[src/common/bpr_pkg.sv]
package bpr_pkg;
	// register byte offsets
	localparam logic [7:0] OFF_CTRL   = 8'h00;
	localparam logic [7:0] OFF_STATUS = 8'h04;
	localparam logic [7:0] OFF_IFS    = 8'h08;
	localparam logic [7:0] OFF_RXPCB  = 8'h0C;
	localparam logic [7:0] OFF_RXLEN  = 8'h10;
	localparam logic [7:0] OFF_TXPCB  = 8'h14;
	localparam logic [7:0] OFF_TXLEN  = 8'h18;
	localparam logic [7:0] OFF_CMD    = 8'h1C;
	// pcb coding
	localparam logic [2:0] R_TAG      = 3'h4;
	localparam logic [1:0] S_TAG      = 2'h3;
	localparam logic [3:0] R_OK       = 4'h0;
	localparam logic [3:0] R_EDC      = 4'h1;
	localparam logic [3:0] R_OTHER    = 4'h2;
	localparam logic [4:0] S_RESYNCH  = 5'h00;
	localparam logic [4:0] S_IFS      = 5'h01;
	localparam logic [4:0] S_ABORT    = 5'h02;
	localparam logic [4:0] S_WTX      = 5'h03;
	localparam logic [7:0] LEN_RFU    = 8'hFF;
	localparam logic [7:0] IFS_RESET  = 8'h20;
	localparam logic [1:0] MAX_RETRY  = 2'h2;
	localparam logic [1:0] IFS_RETRY  = 2'h1;
	// command codes written to the command register
	localparam logic [1:0] CMD_IBLK   = 2'h1;
	localparam logic [1:0] CMD_IFSREQ = 2'h2;
	localparam logic [1:0] CMD_ABORT  = 2'h3;
	typedef enum logic [1:0] {
		K_NONE, K_I, K_R, K_S
	} bpr_kind_t;
	typedef struct packed {
		logic [7:0] pcb;
		logic [7:0] len;
	} bpr_hdr_t;
endpackage : bpr_pkg

[src/bpr_top.sv]
// The placing of the registers and the AXI4-Lite slave port are this design's own decisions.
`timescale 1ns/1ps
module bpr_top (
	input  wire logic        aclk,
	input  wire logic        aresetn,
	input  wire logic [7:0]  s_axi_awaddr,
	input  wire logic        s_axi_awvalid,
	output logic             s_axi_awready,
	input  wire logic [31:0] s_axi_wdata,
	input  wire logic [3:0]  s_axi_wstrb,
	input  wire logic        s_axi_wvalid,
	output logic             s_axi_wready,
	output logic [1:0]       s_axi_bresp,
	output logic             s_axi_bvalid,
	input  wire logic        s_axi_bready,
	input  wire logic [7:0]  s_axi_araddr,
	input  wire logic        s_axi_arvalid,
	output logic             s_axi_arready,
	output logic [31:0]      s_axi_rdata,
	output logic [1:0]       s_axi_rresp,
	output logic             s_axi_rvalid,
	input  wire logic        s_axi_rready,
	input  wire logic        rx_done,
	input  wire logic [7:0]  rx_pcb,
	input  wire logic [7:0]  rx_len,
	input  wire logic        rx_parity_err,
	input  wire logic        rx_lrc_err,
	input  wire logic        rx_sync_lost,
	input  wire logic        bwt_expired,
	output logic             tx_start,
	output logic [7:0]       tx_pcb,
	output logic [7:0]       tx_len
);
	typedef enum {ST_IDLE, ST_WAIT} bpr_state_t;
	bpr_state_t     state_reg;
	bpr_pkg::bpr_hdr_t last_reg;
	logic [7:0]     ifsc_reg;
	logic [7:0]     ifsd_reg;
	logic           ns_reg;
	logic           nr_reg;
	logic           first_reg;
	logic           rx_chain_reg;
	logic [1:0]     retry_reg;
	logic           mute_reg;
	logic           err_reg;
	logic           aw_hold;
	logic           w_hold;
	logic [7:0]     aw_addr;
	logic [31:0]    w_data;
	logic [1:0]     cmd_next;
	logic [7:0]     cmd_len;
	logic           cmd_more;
	logic           rx_invalid;
	bpr_pkg::bpr_kind_t kind;

	function automatic bpr_pkg::bpr_kind_t kind_of(input logic [7:0] p);
		if (!p[7])
			return bpr_pkg::K_I;
		if (p[7:5] == bpr_pkg::R_TAG)
			return bpr_pkg::K_R;
		if (p[7:6] == bpr_pkg::S_TAG)
			return bpr_pkg::K_S;
		return bpr_pkg::K_NONE;
	endfunction : kind_of

	function automatic logic [7:0] r_pcb(input logic n, input logic [3:0] e);
		return {bpr_pkg::R_TAG, n, e};
	endfunction : r_pcb

	// synchronise the link strobes
	logic [1:0] done_sy, bwt_sy;
	logic       done_q, bwt_q, done_p, bwt_p;
	always_ff @(posedge aclk) begin
		done_sy <= {done_sy[0], rx_done};
		bwt_sy  <= {bwt_sy[0], bwt_expired};
		done_q  <= done_sy[1];
		bwt_q   <= bwt_sy[1];
	end
	assign done_p = done_sy[1] & ~done_q;
	assign bwt_p  = bwt_sy[1] & ~bwt_q;

	assign kind = kind_of(rx_pcb);
	always_comb begin
		rx_invalid = rx_parity_err | rx_lrc_err | rx_sync_lost
			| (kind == bpr_pkg::K_NONE) | (rx_len == bpr_pkg::LEN_RFU);
		// mid-chain only I-blocks; S requests still pass
		// so that abort and resynch can break into a chain
		if (rx_chain_reg && kind != bpr_pkg::K_I
			&& !(kind == bpr_pkg::K_S && !rx_pcb[5]))
			rx_invalid = 1'b1;
		// while waiting on an S request, reply must be the matching response
		if (state_reg == ST_WAIT && last_reg.pcb[7:6] == bpr_pkg::S_TAG
			&& !last_reg.pcb[5] && rx_pcb != (last_reg.pcb | 8'h20))
			rx_invalid = 1'b1;
	end

	// axi write: address and data in either order
	always_ff @(posedge aclk) begin
		if (!aresetn) begin
			aw_hold <= 1'b0;
			w_hold  <= 1'b0;
			aw_addr <= 8'h00;
			w_data  <= 32'h0000_0000;
			s_axi_bvalid <= 1'b0;
		end else begin
			if (s_axi_awvalid && s_axi_awready) begin
				aw_hold <= 1'b1;
				aw_addr <= s_axi_awaddr;
			end
			if (s_axi_wvalid && s_axi_wready) begin
				w_hold <= 1'b1;
				w_data <= s_axi_wdata;
			end
			if (aw_hold && w_hold) begin
				aw_hold <= 1'b0;
				w_hold  <= 1'b0;
				s_axi_bvalid <= 1'b1;
			end else if (s_axi_bready)
				s_axi_bvalid <= 1'b0;
		end
	end
	assign s_axi_awready = ~aw_hold & ~s_axi_bvalid;
	assign s_axi_wready  = ~w_hold & ~s_axi_bvalid;
	assign s_axi_bresp   = 2'h0;
	logic wr_go;
	assign wr_go = aw_hold & w_hold;

	// host commands; ignored while a block is outstanding
	always_comb begin
		cmd_next = 2'h0;
		cmd_len  = w_data[15:8];
		cmd_more = w_data[16];
		if (wr_go && aw_addr == bpr_pkg::OFF_CMD && state_reg == ST_IDLE
			&& !mute_reg)
			cmd_next = w_data[1:0];
	end

	// axi read
	always_ff @(posedge aclk) begin
		if (!aresetn) begin
			s_axi_rvalid <= 1'b0;
			s_axi_rdata  <= 32'h0000_0000;
		end else if (s_axi_arvalid && s_axi_arready) begin
			s_axi_rvalid <= 1'b1;
			case (s_axi_araddr)
				bpr_pkg::OFF_STATUS: s_axi_rdata <= {24'h0, err_reg, mute_reg,
					retry_reg, rx_chain_reg, nr_reg, ns_reg,
					state_reg == ST_WAIT};
				bpr_pkg::OFF_IFS:   s_axi_rdata <= {16'h0, ifsd_reg, ifsc_reg};
				bpr_pkg::OFF_RXPCB: s_axi_rdata <= {24'h0, rx_pcb};
				bpr_pkg::OFF_RXLEN: s_axi_rdata <= {24'h0, rx_len};
				bpr_pkg::OFF_TXPCB: s_axi_rdata <= {24'h0, last_reg.pcb};
				bpr_pkg::OFF_TXLEN: s_axi_rdata <= {24'h0, last_reg.len};
				default:            s_axi_rdata <= 32'h0000_0000;
			endcase
		end else if (s_axi_rready)
			s_axi_rvalid <= 1'b0;
	end
	assign s_axi_arready = ~s_axi_rvalid;
	assign s_axi_rresp   = 2'h0;

	// ifs sizes; ifsd renewed on terminal ifs request
	always_ff @(posedge aclk) begin
		if (!aresetn) begin
			ifsc_reg <= bpr_pkg::IFS_RESET;
			ifsd_reg <= bpr_pkg::IFS_RESET;
		end else begin
			if (wr_go && aw_addr == bpr_pkg::OFF_IFS)
				ifsc_reg <= w_data[7:0];
			if (done_p && !rx_invalid && kind == bpr_pkg::K_S
				&& rx_pcb[4:0] == bpr_pkg::S_IFS && !rx_pcb[5])
				ifsd_reg <= w_data[15:8];
		end
	end

	// protocol engine
	always_ff @(posedge aclk) begin
		if (!aresetn) begin
			state_reg <= ST_IDLE;
			last_reg  <= '0;
			ns_reg <= 1'b0;
			nr_reg <= 1'b0;
			first_reg <= 1'b1;
			rx_chain_reg <= 1'b0;
			retry_reg <= 2'h0;
			mute_reg <= 1'b0;
			err_reg <= 1'b0;
			tx_start <= 1'b0;
			tx_pcb <= 8'h00;
			tx_len <= 8'h00;
		end else begin
			tx_start <= 1'b0;
			if (cmd_next == bpr_pkg::CMD_IBLK) begin
				tx_pcb <= {1'b0, ns_reg, cmd_more, 5'h00};
				// zero length passes, host should avoid it
				tx_len <= (cmd_len > ifsd_reg) ? ifsd_reg : cmd_len;
				last_reg <= '{pcb: {1'b0, ns_reg, cmd_more, 5'h00},
					len: (cmd_len > ifsd_reg) ? ifsd_reg : cmd_len};
				tx_start <= 1'b1;
				// card spoke first, so its reply is no opening block
				first_reg <= 1'b0;
				state_reg <= ST_WAIT;
				retry_reg <= 2'h0;
			end else if (cmd_next == bpr_pkg::CMD_IFSREQ
				|| cmd_next == bpr_pkg::CMD_ABORT) begin
				tx_pcb <= {bpr_pkg::S_TAG, 1'b0,
					cmd_next == bpr_pkg::CMD_ABORT ? bpr_pkg::S_ABORT
					: bpr_pkg::S_IFS};
				last_reg.pcb <= {bpr_pkg::S_TAG, 1'b0,
					cmd_next == bpr_pkg::CMD_ABORT ? bpr_pkg::S_ABORT
					: bpr_pkg::S_IFS};
				tx_len <= 8'h00;
				last_reg.len <= 8'h00;
				tx_start <= 1'b1;
				first_reg <= 1'b0;
				state_reg <= ST_WAIT;
				retry_reg <= 2'h0;
			end else if (!mute_reg && ((done_p && rx_invalid)
				|| (bwt_p && state_reg == ST_WAIT))) begin
				err_reg <= 1'b1;
				tx_start <= 1'b1;
				retry_reg <= retry_reg + 2'h1;
				first_reg <= 1'b0;
				tx_len <= 8'h00;
				if (first_reg)
					tx_pcb <= r_pcb(1'b0, rx_lrc_err | rx_parity_err
						? bpr_pkg::R_EDC : bpr_pkg::R_OTHER);
				// ifs request retried once, then dropped back to idle without muting
				else if (last_reg.pcb == {bpr_pkg::S_TAG, 1'b0, bpr_pkg::S_IFS}
					&& retry_reg >= bpr_pkg::IFS_RETRY) begin
					tx_start <= 1'b0;
					state_reg <= ST_IDLE;
				end
				else if (retry_reg >= bpr_pkg::MAX_RETRY) begin
					tx_start <= 1'b0;
					mute_reg <= 1'b1;
				end
				else if (last_reg.pcb[7:5] == {bpr_pkg::S_TAG, 1'b0})
					tx_pcb <= last_reg.pcb;
				else if (last_reg.pcb[7:5] == bpr_pkg::R_TAG)
					tx_pcb <= last_reg.pcb;
				else
					tx_pcb <= r_pcb(nr_reg, rx_lrc_err | rx_parity_err
						? bpr_pkg::R_EDC : bpr_pkg::R_OTHER);
			// a mute card ignores every block except an ifs request, which still renews ifsd
			end else if (done_p && !mute_reg) begin
				first_reg <= 1'b0;
				retry_reg <= 2'h0;
				err_reg <= 1'b0;
				tx_len <= 8'h00;
				// ack of own i-block toggles send counter
				if (last_reg.pcb[7] == 1'b0 && kind != bpr_pkg::K_S
					&& rx_pcb[kind == bpr_pkg::K_I ? 6 : 4] != ns_reg)
					ns_reg <= ~ns_reg;
				if (kind == bpr_pkg::K_I && rx_len > ifsc_reg) begin
					tx_pcb <= r_pcb(nr_reg, bpr_pkg::R_OTHER);
					last_reg.pcb <= r_pcb(nr_reg, bpr_pkg::R_OTHER);
					tx_start <= 1'b1;
				end else if (kind == bpr_pkg::K_I) begin
					nr_reg <= ~rx_pcb[6];
					rx_chain_reg <= rx_pcb[5];
					state_reg <= ST_IDLE;
					if (rx_pcb[5]) begin
						tx_pcb <= r_pcb(~rx_pcb[6], bpr_pkg::R_OK);
						last_reg.pcb <= r_pcb(~rx_pcb[6], bpr_pkg::R_OK);
						tx_start <= 1'b1;
					end
				end else if (kind == bpr_pkg::K_S && !rx_pcb[5]) begin
					tx_pcb <= rx_pcb | 8'h20;
					last_reg.pcb <= rx_pcb | 8'h20;
					tx_len <= rx_len;
					tx_start <= 1'b1;
					if (rx_pcb[4:0] == bpr_pkg::S_ABORT)
						rx_chain_reg <= 1'b0;
					if (rx_pcb[4:0] == bpr_pkg::S_RESYNCH) begin
						ns_reg <= 1'b0;
						nr_reg <= 1'b0;
						rx_chain_reg <= 1'b0;
					end
				end else
					state_reg <= ST_IDLE;
			end
		end
	end

	chk_ovr_reject: assert property (@(posedge aclk) disable iff (!aresetn)
		done_p && !rx_invalid && !mute_reg && cmd_next == 2'h0
		&& kind == bpr_pkg::K_I && rx_len > ifsc_reg
		|=> tx_start && tx_pcb[3:0] == bpr_pkg::R_OTHER)
		else $error("oversize block not rejected");
	chk_chain_ack: assert property (@(posedge aclk) disable iff (!aresetn)
		done_p && !rx_invalid && !mute_reg && cmd_next == 2'h0
		&& kind == bpr_pkg::K_I && rx_pcb[5] && rx_len <= ifsc_reg
		|=> tx_start && tx_pcb[7:5] == bpr_pkg::R_TAG
		&& tx_pcb[4] == ~$past(rx_pcb[6]))
		else $error("chained block not acknowledged");
	chk_mute_holds: assert property (@(posedge aclk) disable iff (!aresetn)
		mute_reg |-> !tx_start)
		else $error("muted card transmitted");
	chk_r_resend: assert property (@(posedge aclk) disable iff (!aresetn)
		((done_p && rx_invalid) || (bwt_p && state_reg == ST_WAIT))
		&& !mute_reg && !first_reg
		&& cmd_next == 2'h0 && retry_reg < bpr_pkg::MAX_RETRY
		&& last_reg.pcb[7:5] == bpr_pkg::R_TAG
		|=> tx_start && tx_pcb == $past(last_reg.pcb))
		else $error("r-block not resent");
	chk_first_r0: assert property (@(posedge aclk) disable iff (!aresetn)
		done_p && rx_invalid && first_reg && !mute_reg && cmd_next == 2'h0
		|=> tx_start && tx_pcb[7:4] == {bpr_pkg::R_TAG, 1'b0})
		else $error("first bad block not answered r0");
	chk_i_len: assert property (@(posedge aclk) disable iff (!aresetn)
		tx_start && !tx_pcb[7] |-> tx_len <= ifsd_reg)
		else $error("i-block longer than ifsd");
	chk_s_answer: assert property (@(posedge aclk) disable iff (!aresetn)
		done_p && !rx_invalid && !mute_reg && cmd_next == 2'h0
		&& kind == bpr_pkg::K_S && !rx_pcb[5]
		|=> tx_start && tx_pcb[5] && tx_pcb[7:6] == bpr_pkg::S_TAG)
		else $error("s request unanswered");
	chk_bad_pcb: assert property (@(posedge aclk) disable iff (!aresetn)
		done_p && kind == bpr_pkg::K_NONE && !mute_reg && cmd_next == 2'h0
		|=> err_reg)
		else $error("bad pcb accepted");
	cov_chain: cover property (@(posedge aclk) done_p && rx_pcb[5] && !rx_pcb[7]);
	cov_mute:  cover property (@(posedge aclk) $rose(mute_reg));
	cov_abort: cover property (@(posedge aclk) tx_start
		&& tx_pcb == {bpr_pkg::S_TAG, 1'b1, bpr_pkg::S_ABORT});
endmodule : bpr_top

[config.mk]
export PLATFORM = sky130hd
export DESIGN_NAME = bpr_top
export DESIGN_NICKNAME = d
export VERILOG_FILES = /design/src/common/bpr_pkg.sv /design/src/bpr_top.sv
export SDC_FILE = /design/constraint.sdc
export NUM_CORES = 1
export LEC_CHECK = 0
export BUFFER_PORTS_ARGS = -buffer_cell sky130_fd_sc_hd__buf_2
export CORE_UTILIZATION = 35
export CTS_CLUSTER_DIAMETER = 40
export CTS_CLUSTER_SIZE = 28
export DETAILED_ROUTE_END_ITERATION = 12
export PLACE_DENSITY = 0.52
export SYNTH_ARGS = -nofsm -noshare
export SYNTH_HDL_FRONTEND = slang
export SYNTH_SLANG_ARGS = --single-unit
[constraint.sdc]
create_clock -name aclk -period 6.7 [get_ports aclk]
set_clock_uncertainty 0.2 [all_clocks]
set_input_delay 0.67 -clock aclk [delete_from_list [all_inputs] [get_ports aclk]]
set_output_delay 0.67 -clock aclk [all_outputs]
set_load 0.02 [all_outputs]
==> summary.md <==
| Metric | Value |
|---|---|
| Seq/Total Area, Yosys | `0.386` |
| Main synth FF type | `dfxtp_1` |
| H-tree Lvls | `3` |
| DR WL/cell | `16.4 um` |
| Worst EP arrival | `around 2900 ps` |
| Static leakage | `approximately 2.7 nW` |
| Cell area after layout | `around 6500 um^2` |
| Switching share of power | `0.278` |
| Gpl congestion | `roughly 0.90` |
| Number of I/O pins | `about 140` |
| Die width | `129 um` |
| P&R area growth vs syn | `15.1%` |
| RSZ-0062 raised after global routing | `false` |
| Gr usage total | `0.193` |
| Total power | `0.00139 W` |
| Synth Cell Area | `5650 um^2` |
| Crit start category | `flip-flop` |
| Dpl cell area | `6210 um^2` |
| Max Fclk | `0.359 GHz` |
| Global route total overflow | `0` |
| CTS tree | `built` |
| Post-synth ARST share | `0` |
| First-pass GRT wire length | `around 25 mm` |
| Share of layout cells above drive strength 1 | `0.196` |
| Hold_buf cts | `0` |
| DRT Pass-1 Iters | `5` |
| Final ANT Viol Nets | `0` |
| Clk_lat worst skew | `between 300 and 400 ps` |
| Post-Syn Instances | `about 640` |
| Hold Crit Class | `flip-flop to flip-flop` |
| Buffers on Ports | `just under 100` |
| Largest net degree at the start of global routing | `55` |
| Setup_tns | `0 ps` |
| Period utilization | `0.415` |
| Crit end category | `flip-flop` |
| Final Hold Viols | `0` |
| EDFF count, synth | `0` |
| Initial antenna violation count | `0` |
| Multi-input logic area | `3170 um^2` |
| Yosys cell types | `72` |
| Sw Pwr | `about 0.00039 W` |
| Register Area | `approximately 2200 um^2` |
| Critical Path RT | `6790 ps` |
| DRC viols | `0` |
| Pins over their slew limit | `0` |
| Via-to-Cell Ratio | `5.18` |
| Part of the power in registers | `0.494` |
| Total CTS buffers | `9` |
| CTS max path bufs | `2` |
| Mean Syn Cell Area | `8.84 um^2` |
| Worst Slack Setup Final | `about 3900 ps` |
| Place WS | `3590 ps` |
| Number of flip-flops in the largest register | `17` |
| VDD IR-drop max | `0.000128 V` |
| Final Critical Period | `2780 ps` |
| Clock power frac | `0.377` |
| Number of diodes | `0` |
| Combinational fraction of design power | `0.129` |
| Status | `complete, no violations` |
| Die Area | `16,700 um^2` |
| Worst-Margin Slew | `687 ps` |
| Max-slew headroom | `0.542` |
| # resized after CTS | `0` |
| Clk pin slew, worst setup/hold paths | `80 ps` |
| Post-layout util | `0.411` |
| Initial DRC count | `between 200 and 300` |
| Crit Path Category | `flip-flop to flip-flop` |
| Via count | `4,883` |
| Number of global-route vias before repair | `roughly 4,500` |
| Final wirelength | `roughly 15 mm` |
| Worst-path fanout max | `5` |
| Nets | `819` |
| Die H | `129 um` |
| Site row count | `46` |
| DP HPWL | `between 10 and 15 mm` |
| Internal cell power | `0.00101 W` |
| Warnings from Yosys | `0` |
| Final setup fails | `0` |
| Register bit count reported by yosys | `109` |
| Sink Count | `109` |
| Filler cell count | `1,663` |
| Max-cap violations | `0` |
| Post CTS Setup Buffer Count | `0` |
| PwrDens | `roughly 210 nW/um^2` |
| CORE AREA | `15,800 um^2` |
| Clock root cell | `clkbuf_16` |
| Initial Util | `0.357` |
## power groups by stage
stage	combinational, W	clock [W]	sequential (W)
final	0.000180	0.000526	0.000689
after global routing	0.000200	0.000569	0.000692
after CTS	0.000181	0.000544	0.000689
after detailed placement	0.000180	0	0.000704
after global placement	0.000178	0	0.000703
after floorplan	0.000125	0	0.000705
## layout by cell type, fill, tap and decap left out, types with 14 or more instances in the layout
master	netlist	layout
a21boi_0	29	29
a21oi_1	25	25
a221oi_1	14	14
buf_2	2	98
conb_1	1	20
dfxtp_1	109	109
ha_1	18	18
inv_1	22	22
mux2i_1	35	35
nand2_1	99	99
nand3_1	15	15
nor2_1	30	30
nor2b_1	25	25
o21ai_0	19	19
## worst max-delay path: stages (launching register included)
cell,delay (ps)
dfxtp_1,430
inv_1,80
ha_1,310
a21oi_1,190
o21ai_0,170
or3_1,330
o21ai_1,330
o21ai_1,230
nor2_2,230
mux2i_1,200
## area by class of cell
| class | instances | share of cell area |
|---|---|---|
| inverters | 22 | 0.0127 |
| repair buffers | 100 | 0.0777 |
| clock inverters | 6 | 0.00789 |
| well taps | 216 | 0.0416 |
| clock buffers | 10 | 0.0367 |
| multi-input cells | 479 | 0.488 |
| flip-flops and latches | 109 | 0.336 |
## kinds of logic (layout without fill, tap and decap cells)
| family | Yosys count | in the layout | synth area share |
|---|---|---|---|
| flops | 109 | 109 | 0.386 |
| simple gates | 231 | 231 | 0.217 |
| fa+ha+maj | 18 | 18 | 0.0399 |
| buf+inv | 70 | 138 | 0.0649 |
| other cells | 1 | 20 | 0.000664 |
| compound gates | 168 | 168 | 0.219 |
| xor+xnor | 7 | 7 | 0.0109 |
| mux | 35 | 35 | 0.0620 |
## final timing paths
kind / from / to / slack [ps] / depth (start not counted)
max: ifsc_reg[7] / tx_pcb[2] / 3920 / 9
min reg2reg: bwt_sy[0] / bwt_sy[1] / 130 / 0
min: bwt_sy[0] / bwt_sy[1] / 130 / 0
max reg2reg: ifsc_reg[7] / tx_pcb[2] / 3920 / 9
## per-stage QoR
stage	instances	hold WS, ps
floorplan	658	110
CTS	942	134
global placement	926	117
finish	942	130
detailed placement	926	118
global route	942	136
## cells in the mapped netlist (3+ instances only)
master,instances,area share
inv_1,22,0.015
nor3_1,5,0.0044
ha_1,18,0.040
and2_1,5,0.0055
nand4_1,10,0.011
nor2_2,4,0.0044
nand2b_1,6,0.0066
and3_1,5,0.0055
a21o_1,13,0.017
a221o_1,8,0.014
a31oi_1,3,0.0033
nand2_1,99,0.066
a221oi_1,14,0.022
a211oi_1,5,0.0066
buf_4,21,0.028
nand3_1,15,0.013
o21ai_1,4,0.0035
nor2b_1,25,0.028
a21boi_1,8,0.011
dfxtp_1,109,0.39
a22oi_1,3,0.0040
xnor2_1,7,0.011
mux2i_1,35,0.062
nor2_1,30,0.020
o22ai_1,3,0.0033
o21ai_0,19,0.017
clkbuf_1,22,0.015
buf_6,3,0.0060
o211ai_1,4,0.0053
a22o_1,6,0.0093
o31a_1,3,0.0047
a21boi_0,29,0.039
a21oi_1,25,0.022
o21a_1,5,0.0066
## per-layer routing
layer	wire [um]	global-route usage	up-vias
li1	-	-	2406
met3	911	0.0483	22
met1	7340	0.264	2296
met4	312	0.0623	0
met2	6920	0.299	159
met5	0	0	-
(Power assumes the default switching activity.)
